[src/rtl/mam_pkg.sv]
// Shared constants for the multiply-accumulate block and its register slave.
package mam_pkg;

    // Operand and result widths.
    localparam int MAM_A_W_NARROW = 18;
    localparam int MAM_A_W_WIDE   = 36;
    localparam int MAM_B_W        = 27;
    localparam int MAM_C_W        = 48;
    localparam int MAM_RES_W      = 64;

    // Register bus geometry.
    localparam int MAM_WB_ADR_W = 8;
    localparam int MAM_WB_DAT_W = 32;

    // Register byte offsets.
    localparam logic [MAM_WB_ADR_W-1:0] MAM_OFS_CTRL   = 8'h00;
    localparam logic [MAM_WB_ADR_W-1:0] MAM_OFS_RES_LO = 8'h04;
    localparam logic [MAM_WB_ADR_W-1:0] MAM_OFS_RES_HI = 8'h08;
    localparam logic [MAM_WB_ADR_W-1:0] MAM_OFS_CFG    = 8'h0C;

    // Control register fields and reset value.
    localparam int                      MAM_CTRL_CLR_BIT  = 0;
    localparam int                      MAM_CTRL_HOLD_BIT = 1;
    localparam logic                    MAM_CTRL_HOLD_RST = 1'h0;

    // Configuration register field positions.
    localparam int MAM_CFG_WIDE_BIT   = 0;
    localparam int MAM_CFG_INREG_BIT  = 1;
    localparam int MAM_CFG_PPIPE_BIT  = 2;
    localparam int MAM_CFG_ADDEND_BIT = 3;
    localparam int MAM_CFG_ACC_BIT    = 4;
    localparam int MAM_CFG_W          = 5;

    // Reset and clear value of the result.
    localparam logic [MAM_RES_W-1:0] MAM_RES_RST = 64'h0000_0000_0000_0000;

endpackage : mam_pkg

[src/rtl/mam_wb_regs.sv]
// Classic Wishbone register slave for the multiply-accumulate block.
`timescale 1ns/1ps
`default_nettype none
module mam_wb_regs
    import mam_pkg::*;
(
    input  wire logic                    clk_sys,    // System clock.
    input  wire logic                    resetn,     // Asynchronous reset, active low.
    input  wire logic                    wb_cyc_i,   // Bus cycle.
    input  wire logic                    wb_stb_i,   // Strobe.
    input  wire logic                    wb_we_i,    // Write enable.
    input  wire logic [MAM_WB_ADR_W-1:0] wb_adr_i,   // Byte address.
    input  wire logic [3:0]              wb_sel_i,   // Byte selects.
    input  wire logic [MAM_WB_DAT_W-1:0] wb_dat_i,   // Write data.
    output logic      [MAM_WB_DAT_W-1:0] wb_dat_o,   // Read data.
    output logic                         wb_ack_o,   // Acknowledge.
    input  wire logic [MAM_RES_W-1:0]    result,     // Current result.
    input  wire logic [MAM_CFG_W-1:0]    cfg_bits,   // Build options.
    output logic                         acc_clear,  // One-cycle clear of the result.
    output logic                         acc_hold    // Freeze the result.
);

    typedef struct packed {
        logic                    ack;
        logic [MAM_WB_DAT_W-1:0] dat;
        logic [MAM_WB_DAT_W-1:0] hi_snap;
        logic                    clr;
        logic                    hold;
    } mam_wb_s;

    mam_wb_s st_r;
    mam_wb_s st_nxt;
    logic    req;

    assign req       = wb_cyc_i & wb_stb_i & ~st_r.ack;
    assign wb_ack_o  = st_r.ack;
    assign wb_dat_o  = st_r.dat;
    assign acc_clear = st_r.clr;
    assign acc_hold  = st_r.hold;

    always_comb begin
        st_nxt     = st_r;
        st_nxt.ack = req;
        st_nxt.clr = 1'b0;
        if (req && wb_we_i) begin
            if (wb_adr_i == MAM_OFS_CTRL && wb_sel_i[0]) begin
                st_nxt.clr  = wb_dat_i[MAM_CTRL_CLR_BIT];
                st_nxt.hold = wb_dat_i[MAM_CTRL_HOLD_BIT];
            end
        end else if (req) begin
            // Reading the low word snapshots the high word so a 64-bit read never tears.
            unique case (wb_adr_i)
                MAM_OFS_CTRL: begin
                    st_nxt.dat                    = '0;
                    st_nxt.dat[MAM_CTRL_HOLD_BIT] = st_r.hold;
                end
                MAM_OFS_RES_LO: begin
                    st_nxt.dat     = result[MAM_WB_DAT_W-1:0];
                    st_nxt.hi_snap = result[MAM_RES_W-1:MAM_WB_DAT_W];
                end
                MAM_OFS_RES_HI: st_nxt.dat = st_r.hi_snap;
                MAM_OFS_CFG:    st_nxt.dat = {{(MAM_WB_DAT_W-MAM_CFG_W){1'b0}}, cfg_bits};
                default:        st_nxt.dat = '0;
            endcase
        end
    end

    always_ff @(posedge clk_sys or negedge resetn) begin
        if (!resetn) begin
            st_r <= '{ack: 1'b0, dat: '0, hi_snap: '0, clr: 1'b0, hold: MAM_CTRL_HOLD_RST};
        end else begin
            st_r <= st_nxt;
        end
    end

endmodule : mam_wb_regs
`default_nettype wire

[src/rtl/mam_top.sv]
// Signed multiply-accumulate datapath with optional pipeline stages and register slave.
// Notes on behaviour
// - Multiplicand is 18 or 36 bits, default 18.
// - Multiplicand is signed and multiplied by B.
// - Second operand is signed 27 bits.
// - Input stage adds exactly one cycle.
// - Product stage adds one more cycle.
// - Optional signed 48-bit addend joins the product.
// - Accumulate adds product plus addend each cycle.
// - Result is signed 64 bits wide.
// - Reset low forces the result to zero.
// - Every option combination up to 36x27+48 into 64.
//
// The implementer's own choices: the placing of the registers and the Wishbone register port.
`timescale 1ns/1ps
`default_nettype none
module mam_top
    import mam_pkg::*;
#(
    parameter int unsigned A_WIDTH             = MAM_A_W_NARROW,  // 18 or 36.
    parameter bit          INPUT_REG_EN        = 1'b0,            // Register A, B and C.
    parameter bit          PRODUCT_PIPE_ENABLE = 1'b0,            // Register the product.
    parameter bit          ADDEND_ENABLE       = 1'b0,            // Use the addend port.
    parameter bit          ACC_ENABLE          = 1'b0             // Accumulate into the result.
)
(
    input  wire logic                    clk_sys,   // System clock, 250 MHz.
    input  wire logic                    resetn,    // Asynchronous reset, active low.
    input  wire logic [A_WIDTH-1:0]      a_in,      // Signed multiplicand.
    input  wire logic [MAM_B_W-1:0]      b_in,      // Signed multiplier.
    input  wire logic [MAM_C_W-1:0]      c_in,      // Signed addend.
    output logic      [MAM_RES_W-1:0]    dout,      // Signed result.
    input  wire logic                    wb_cyc_i,  // Wishbone cycle.
    input  wire logic                    wb_stb_i,  // Wishbone strobe.
    input  wire logic                    wb_we_i,   // Wishbone write enable.
    input  wire logic [MAM_WB_ADR_W-1:0] wb_adr_i,  // Wishbone byte address.
    input  wire logic [3:0]              wb_sel_i,  // Wishbone byte selects.
    input  wire logic [MAM_WB_DAT_W-1:0] wb_dat_i,  // Wishbone write data.
    output logic      [MAM_WB_DAT_W-1:0] wb_dat_o,  // Wishbone read data.
    output logic                         wb_ack_o   // Wishbone acknowledge.
);

    // Cycles from an operand at the ports to its effect on dout.
    localparam int LAT = 1 + int'(INPUT_REG_EN) + int'(PRODUCT_PIPE_ENABLE);

    typedef struct packed {
        logic signed [A_WIDTH-1:0]   a;
        logic signed [MAM_B_W-1:0]   b;
        logic signed [MAM_C_W-1:0]   c;
        logic signed [MAM_RES_W-1:0] prod;
        logic signed [MAM_C_W-1:0]   c_p;
        logic signed [MAM_RES_W-1:0] res;
        logic [1:0]                  warm;
    } mam_core_s;

    mam_core_s st_r;
    mam_core_s st_nxt;

    logic signed [A_WIDTH-1:0]   a_eff;
    logic signed [MAM_B_W-1:0]   b_eff;
    logic signed [MAM_C_W-1:0]   c_eff;
    logic signed [MAM_RES_W-1:0] mult;
    logic signed [MAM_RES_W-1:0] p_eff;
    logic signed [MAM_C_W-1:0]   c_add;
    logic signed [MAM_RES_W-1:0] term;
    logic                        acc_clear;
    logic                        acc_hold;
    logic [MAM_CFG_W-1:0]        cfg_bits;

    always_comb begin
        cfg_bits                     = '0;
        cfg_bits[MAM_CFG_WIDE_BIT]   = (A_WIDTH == MAM_A_W_WIDE);
        cfg_bits[MAM_CFG_INREG_BIT]  = INPUT_REG_EN;
        cfg_bits[MAM_CFG_PPIPE_BIT]  = PRODUCT_PIPE_ENABLE;
        cfg_bits[MAM_CFG_ADDEND_BIT] = ADDEND_ENABLE;
        cfg_bits[MAM_CFG_ACC_BIT]    = ACC_ENABLE;
    end

    mam_wb_regs u_regs (
        .clk_sys   (clk_sys),
        .resetn    (resetn),
        .wb_cyc_i  (wb_cyc_i),
        .wb_stb_i  (wb_stb_i),
        .wb_we_i   (wb_we_i),
        .wb_adr_i  (wb_adr_i),
        .wb_sel_i  (wb_sel_i),
        .wb_dat_i  (wb_dat_i),
        .wb_dat_o  (wb_dat_o),
        .wb_ack_o  (wb_ack_o),
        .result    (st_r.res),
        .cfg_bits  (cfg_bits),
        .acc_clear (acc_clear),
        .acc_hold  (acc_hold)
    );

    always_comb begin
        st_nxt = st_r;

        // Input stage: bypassed when the option is off.
        st_nxt.a = a_in;
        st_nxt.b = b_in;
        st_nxt.c = ADDEND_ENABLE ? c_in : '0;
        a_eff    = INPUT_REG_EN ? st_r.a : a_in;
        b_eff    = INPUT_REG_EN ? st_r.b : b_in;
        if (!ADDEND_ENABLE) begin
            c_eff = '0;
        end else begin
            c_eff = INPUT_REG_EN ? st_r.c : c_in;
        end

        // Full signed product; 36x27 fits in 63 bits, so 64 never overflows.
        mult       = MAM_RES_W'(a_eff) * MAM_RES_W'(b_eff);
        st_nxt.prod = mult;
        st_nxt.c_p  = c_eff;
        p_eff      = PRODUCT_PIPE_ENABLE ? st_r.prod : mult;
        c_add      = PRODUCT_PIPE_ENABLE ? st_r.c_p : c_eff;
        term       = p_eff + MAM_RES_W'(c_add);

        // Clear wins over hold; the sum wraps modulo 2^64.
        if (acc_clear) begin
            st_nxt.res = MAM_RES_RST;
        end else if (acc_hold) begin
            st_nxt.res = st_r.res;
        end else if (ACC_ENABLE) begin
            st_nxt.res = st_r.res + term;
        end else begin
            st_nxt.res = term;
        end

        // Cycles of undisturbed flow since reset, clear or hold, for the checks below.
        if (acc_clear || acc_hold) begin
            st_nxt.warm = '0;
        end else if (int'(st_r.warm) < LAT) begin
            st_nxt.warm = st_r.warm + 2'h1;
        end
    end

    always_ff @(posedge clk_sys or negedge resetn) begin
        if (!resetn) begin
            st_r <= '{a: '0, b: '0, c: '0, prod: '0, c_p: '0, res: MAM_RES_RST, warm: 2'h0};
        end else begin
            st_r <= st_nxt;
        end
    end

    assign dout = st_r.res;

    // Reference term built from the current port values; the checks take it LAT cycles later.
    logic signed [MAM_RES_W-1:0] ref_term;
    always_comb begin
        ref_term = MAM_RES_W'($signed(a_in)) * MAM_RES_W'($signed(b_in));
        if (ADDEND_ENABLE) begin
            ref_term = ref_term + MAM_RES_W'($signed(c_in));
        end
    end

    if (INPUT_REG_EN) begin : g_in_chk

    end

    if (PRODUCT_PIPE_ENABLE) begin : g_prod_chk

    end

    if (!ADDEND_ENABLE) begin : g_noadd_chk

    end

    if (!ACC_ENABLE) begin : g_plain_chk

    end else begin : g_acc_chk

    end
endmodule : mam_top
`default_nettype wire

[config.mk]
export PLATFORM = sky130hd
export DESIGN_NAME = mam_top
export DESIGN_NICKNAME = d
export VERILOG_FILES = /design/src/rtl/mam_pkg.sv /design/src/rtl/mam_wb_regs.sv /design/src/rtl/mam_top.sv
export SDC_FILE = /design/constraint.sdc
export NUM_CORES = 1
export LEC_CHECK = 0
export BUFFER_PORTS_ARGS = -buffer_cell sky130_fd_sc_hd__buf_4
export CORE_UTILIZATION = 50
export CTS_CLUSTER_DIAMETER = 150
export DETAILED_ROUTE_END_ITERATION = 16
export GPL_TIMING_DRIVEN = 0
export PLACE_DENSITY_LB_ADDON = 0.1
export SLEW_MARGIN = 20
export SYNTH_ARGS = -nofsm -noshare
export SYNTH_HDL_FRONTEND = slang
export SYNTH_SLANG_ARGS = --single-unit
[constraint.sdc]
create_clock -name clk_sys -period 2.22 [get_ports clk_sys]
set_input_delay 0.333 -clock clk_sys [delete_from_list [all_inputs] [get_ports clk_sys]]
set_output_delay 0.333 -clock clk_sys [all_outputs]
set_load 0.01 [all_outputs]
== Word-level counts from Yosys, hierarchy flattened ==
Cells that the tools add are included.
Widths: inputs -> output; s select.
Word-level totals
  register bits after elaboration: 131
  latch bits: 0
  bits in writable memories: 0
  memory bits (read-only): 0
  bits of input ports: 142
  output and inout port bits: 97
  logic and storage cells: 25
  memories: 0
Cells by class
  add/subtract/negate cells: 0
  multipliers: 1
  div/mod/pow operators: 0
  $lt $le $gt $ge: 0
  eq/ne operators: 3
  shift-type cells: 0
  multiplexer cells: 5
  bitwise gates (word level): 4
  reductions and logical operators: 6
Operators by type and width (count)
  $mux 64: 2
  $pmux 32 s3: 1
  $mul 18x27->45: 1
  $eq 8x3->1 const B: 1
  $eq 8x4->1 const B: 1
  $logic_not 8->1: 1
  $mux 2: 2
  $reduce_and 2->1: 2
  $reduce_and 3->1: 1
  $and 1x1->1: 2
  $logic_and 1x1->1: 2
  $ne 2x1->1 const B: 1
  $not 1->1: 2

== Depth between registers and ports, before layout ==
  word-level depth: 5
  gate-level depth with buffers: 26
  gate-level depth less buffers: 24

== Hierarchy ==
Synthesis repeated with hierarchy kept, for this count alone.
Second synthesis, totals
  cell total of the unflattened synthesis: 2432
  area total of the unflattened synthesis: 22481.6 sq um
By module, submodules not included
  mam_top: instances 1, cells an instance 2165, area an instance 19189.7 sq um, sequential area each 1126.1 sq um
  mam_wb_regs: instances 1, cells an instance 267, area an instance 3291.9 sq um, sequential area each 1676.6 sq um

== Worst setup path after synthesis ==
Ideal clock, no wire load.
  path kind: input -> register
  from: input a_in[3]
  to: register st_r, in the netlist dout[42]
  library setup time: 126 ps
  arrival: 6156 ps
  required time: 2094 ps
  setup slack: -4062 ps
  stages on the path: 20
  path buffers: 2
  path through: clkbuf_1 > clkbuf_1 > nand2_1 > inv_1 > fa_1 > fa_1 > fa_1 > fa_1 > fa_1 > fa_1 > ha_1 > a21o_1 > a21o_1 > a21o_1 > a21o_1 > a21o_1 > a21o_1 > a221oi_2 > nor4_1 > a221o_1
On the way
  word-level cells in the longest chain between the ends: 3
Ends and longest elaborated chain
  start, declared: line mam_top.sv:29  | input wire logic [A_WIDTH-1:0] a_in,
  $mul 18x27->45
  $mux 64: line mam_top.sv:122  | end else if (acc_hold) begin
  $mux 64: line mam_top.sv:120  | if (acc_clear) begin
  end signal, assigned: line mam_top.sv:140  | st_r <= '{a: '0, b: '0, c: '0, prod: '0, c_p: '0, res: MAM_RES_RST, warm: 2'h0};
  end signal, assigned: line mam_top.sv:142  | st_r <= st_nxt;
  end, declared: line mam_top.sv:56  | mam_core_s st_r;
No other way between the ends. The select of a mux whose other input is x is not followed.
A chain may end at the register's enable or synchronous reset.

== Worst setup path after layout ==
  from: input a_in[17]
  to: register st_r, in the netlist dout[39]
The elaborated chain is that of the path after synthesis.

==> summary.txt <==
Status
  – Status: finished with violations
  – Violated checks: setup timing

Clock network
  – Maximum root-to-sink buffer count: 2
  – Register clock-pin slew on the reported worst setup and hold paths: 0.07 ns
  – TritonCTS Buffers: 9
  – Clock H-tree levels: 3
  – Clock sinks: 93
  – Clock latency on the worst-skew pair: 0.36 ns
  – Root buffer selected by CTS: sky130_fd_sc_hd__clkbuf_16
  – TritonCTS clock tree: built

Critical path
  – Reg2reg start: u_regs.acc_hold
  – CP Launch Point: a_in[17]
  – Critical path class: input port to register
  – Slack of the worst reg-to-reg path: -0.51 ns
  – CP endpoint kind: register
  – CP peak stage delay: 0.60 ns
  – Buf+Inv Stages, Crit Path: 8
  – Req. time, crit path: 2.46 ns
  – Arrival time reported for the critical path endpoint: 6.28 ns
  – Worst-path cell with the longest stage delay: sky130_fd_sc_hd__fa_2
  – Element type at the critical path start: input port
  – Highest net fanout along the worst path: 4
  – Top Family by Delay on Critical Path: adder cells

Logic synthesis
  – Avg Synthesized Cell Area: 9.135 sq um
  – Share of async-settable or async-resettable flops after synthesis: 1.000
  – Total standard cell area after synthesis: 21360 sq um
  – Sequential element share of the synthesized area: 0.1090
  – Number of flops mapped to enable cells by yosys: 0
  – Most instantiated flip-flop cell in the synthesis netlist: sky130_fd_sc_hd__dfrtp_1
  – Number of distinct standard cells referenced by the synthesized netlist: 76
  – Synthesis-stage register bit count: 93
  – Synthesized netlist net count: 3064
  – Synth warnings: 0
  – Synthesized instance count: 2338

Drt
  – First-pass detailed-route iteration total: 6
  – Average wire per standard cell: 20.84 microns
  – Via density: 5.352
  – Antenna Nets Post-Route: 0
  – DR DRC count: 0
  – Final routed wirelength across all metal layers: 65320 microns
  – Vias: 16780
  – DRC marker count from the first detailed-route iteration: 1083

Layout
  – Multi-input logic area: 17410 sq um
  – Post-Layout Inst Area: 27080 sq um
  – Final Util: 0.6441
  – FF/Latch Area: 2327 sq um
  – Relative area change from synthesis to final layout: 26.79%
  – Count of nets after finishing: 3318
  – ANT cells: 0
  – Number of fill cells in the layout: 3507
  – Fraction of final layout cells sized beyond drive strength 1: 0.2573

Hold path
  – Worst hold path class: input port to asynchronous set/reset pin

STA
  – Hold Violations, Final: 0
  – Maximum achievable frequency: 0.1656 GHz
  – Slew at the pin closest to its max-slew limit: 0.8718 ns
  – Minimum clock period: 6.038 ns
  – Slew margin rel.: 0.4188
  – Clk_skew: 0.01094 ns
  – Setup slack after layout: -3.818 ns
  – Setup repair after global routing missed its margin: true
  – Slew Limit Fails: 0
  – Number of endpoints failing setup at the final stage: 41
  – Share of the cycle needed by the critical path after routing: 2.720

Placement
  – Post-detailed-placement cell area: 24100 sq um
  – IO Port Bufs: 134
  – Placer congestion estimate: 0.9406
  – Dpl hpwl: 52000 microns

Run
  – Maximum capacitance violations: 0

Floorplan
  – Die area: 43540 sq um
  – Count of pins on the block boundary: 239
  – Die boundary width: 208.7 microns
  – Initial core utilization: 0.5080
  – Core Footprint: 42040 sq um
  – Cell Rows: 75
  – Vertical extent of the die: 208.7 microns

GRT
  – GR Util All Layers: 0.3132
  – First-pass GRT wire length: 103000 microns
  – Vias in the first global route: 18546
  – Number of antenna violations at the first check in global routing: 1
  – Total congestion overflow after global routing: 0
  – Pin count of the biggest net entering global routing: 94
[final timing paths]
path / endpoint / depth (start not counted)
setup reg to reg: dout[28] / 6
max in group asynchronous: u_regs.st_r[8] / 1
setup / recovery: dout[39] / 25
min in group clk_sys: u_regs.acc_hold / 3
hold reg to reg: u_regs.wb_dat_o[6] / 2
hold / removal: u_regs.wb_dat_o[12] / 1
[final cells by class]
class | instances | area share
Multi-Input combinational cell | 1544 | 0.6429
Clock inverter | 5 | 0.003096
Sequential cell | 93 | 0.08594
Clock buffer | 10 | 0.008825
Buffer | 165 | 0.08151
Inverter | 535 | 0.07458
Timing Repair Buffer | 244 | 0.07823
Tap cell | 539 | 0.02491
[placed cells by master (no fill, tap or decap), drive strengths merged, types with 5 or more instances in the layout]
cell | Yosys | routed
nand3 | 7 | 7
o21a | 7 | 7
fa | 473 | 473
o21ai | 53 | 53
and3 | 8 | 8
mux2i | 9 | 9
xor2 | 10 | 10
ha | 111 | 111
nor4 | 5 | 5
o31ai | 7 | 7
xnor2 | 23 | 23
clkbuf | 108 | 110
a21oi | 65 | 65
nor2b | 5 | 5
clkinvlp | 0 | 5
o211ai | 6 | 6
nand2 | 351 | 351
nand2b | 6 | 6
and2 | 188 | 188
a211oi | 9 | 9
dfrtp | 93 | 93
mux2 | 13 | 13
a21o | 29 | 29
a22oi | 11 | 11
inv | 534 | 532
buf | 58 | 309
nor2 | 84 | 84
[Yosys cell counts (all sizes together), types with 3 or more instances]
cell type | instances | area share
nand2 | 351 | 0.062
ha | 111 | 0.065
a22oi | 11 | 0.0039
nor2b | 5 | 0.0015
inv | 534 | 0.094
a311oi | 3 | 0.0015
nor2 | 84 | 0.015
o21ai | 53 | 0.012
a21oi | 65 | 0.016
nor4 | 5 | 0.0015
nor3b | 4 | 0.0014
o211ai | 6 | 0.0023
a21boi | 3 | 0.0011
buf | 58 | 0.020
mux2 | 13 | 0.0069
a22o | 4 | 0.0016
nand3 | 7 | 0.0019
clkbuf | 108 | 0.020
a211oi | 9 | 0.0041
a32o | 3 | 0.0014
nor3 | 4 | 0.00094
and3 | 8 | 0.0023
o31ai | 7 | 0.0029
fa | 473 | 0.44
xnor2 | 23 | 0.0094
dfrtp | 93 | 0.11
a31oi | 4 | 0.0019
or3 | 3 | 0.00088
a221o | 4 | 0.0019
o21a | 7 | 0.0025
and2 | 188 | 0.055
mux2i | 9 | 0.0042
nand3b | 4 | 0.0014
nand2b | 6 | 0.0018
xor2 | 10 | 0.0041
a21o | 29 | 0.010
[worst register-to-register path, cell delays in order, from the launching register on]
cell	delay, ns
sky130_fd_sc_hd__dfrtp_1	0.32
sky130_fd_sc_hd__clkbuf_1	0.40
sky130_fd_sc_hd__clkinv_1	0.55
sky130_fd_sc_hd__nor2_1	0.58
sky130_fd_sc_hd__clkbuf_1	0.54
sky130_fd_sc_hd__a32oi_1	0.12
sky130_fd_sc_hd__o211ai_1	0.15
[registers in the layout, summed over array words and instances (netlist names)]
name	cells
dout	45
u_regs.wb_dat_o	32
u_regs.st_r	13
u_regs.acc_clear	1
u_regs.acc_hold	1
u_regs.wb_ack_o	1
[layer usage]
| layer | track usage | share of wire |
|---|---|---|
| met4 | 0.1463 | 0.055 |
| met3 | 0.03937 | 0.060 |
| met2 | 0.5208 | 0.48 |
| met5 | 0 | 0 |
| met1 | 0.4103 | 0.40 |
[stage by stage]
| step | setup WS [ns] | instances | hold slack, ns | setup TNS [ns] |
|---|---|---|---|---|
| after detailed placement | -4.817 | 3011 | 0.4577 | -162.62 |
| after floorplan | -3.647 | 2338 | 0.03741 | -117.82 |
| after CTS | -3.791 | 3098 | 0.09453 | -124.18 |
| final | -3.818 | 3135 | 0.04911 | -126.67 |
| after global routing | -3.963 | 3135 | 0.1010 | -132.85 |
| after global placement | -4.761 | 3011 | 0.4661 | -158.30 |
[cell families after synthesis]
family          synth area share
xor+xnor                 0.01353
fa+ha+maj                 0.5084
compound gates           0.07446
mux                      0.01107
buf+inv                   0.1339
simple gates              0.1496
flops                     0.1090
[what timing repair did]
item                                    in CTS  in global routing
cloned                                       1                  0
buffers inserted                            71                 41
hold buffers                                 0                  0
endpoints found under the setup margin      41                 61
resized for setup                          234                110
pin swaps                                   80                 89
Power is not shown: default switching activity piles up to over one toggle a cycle in this logic, so the estimate is an artifact.
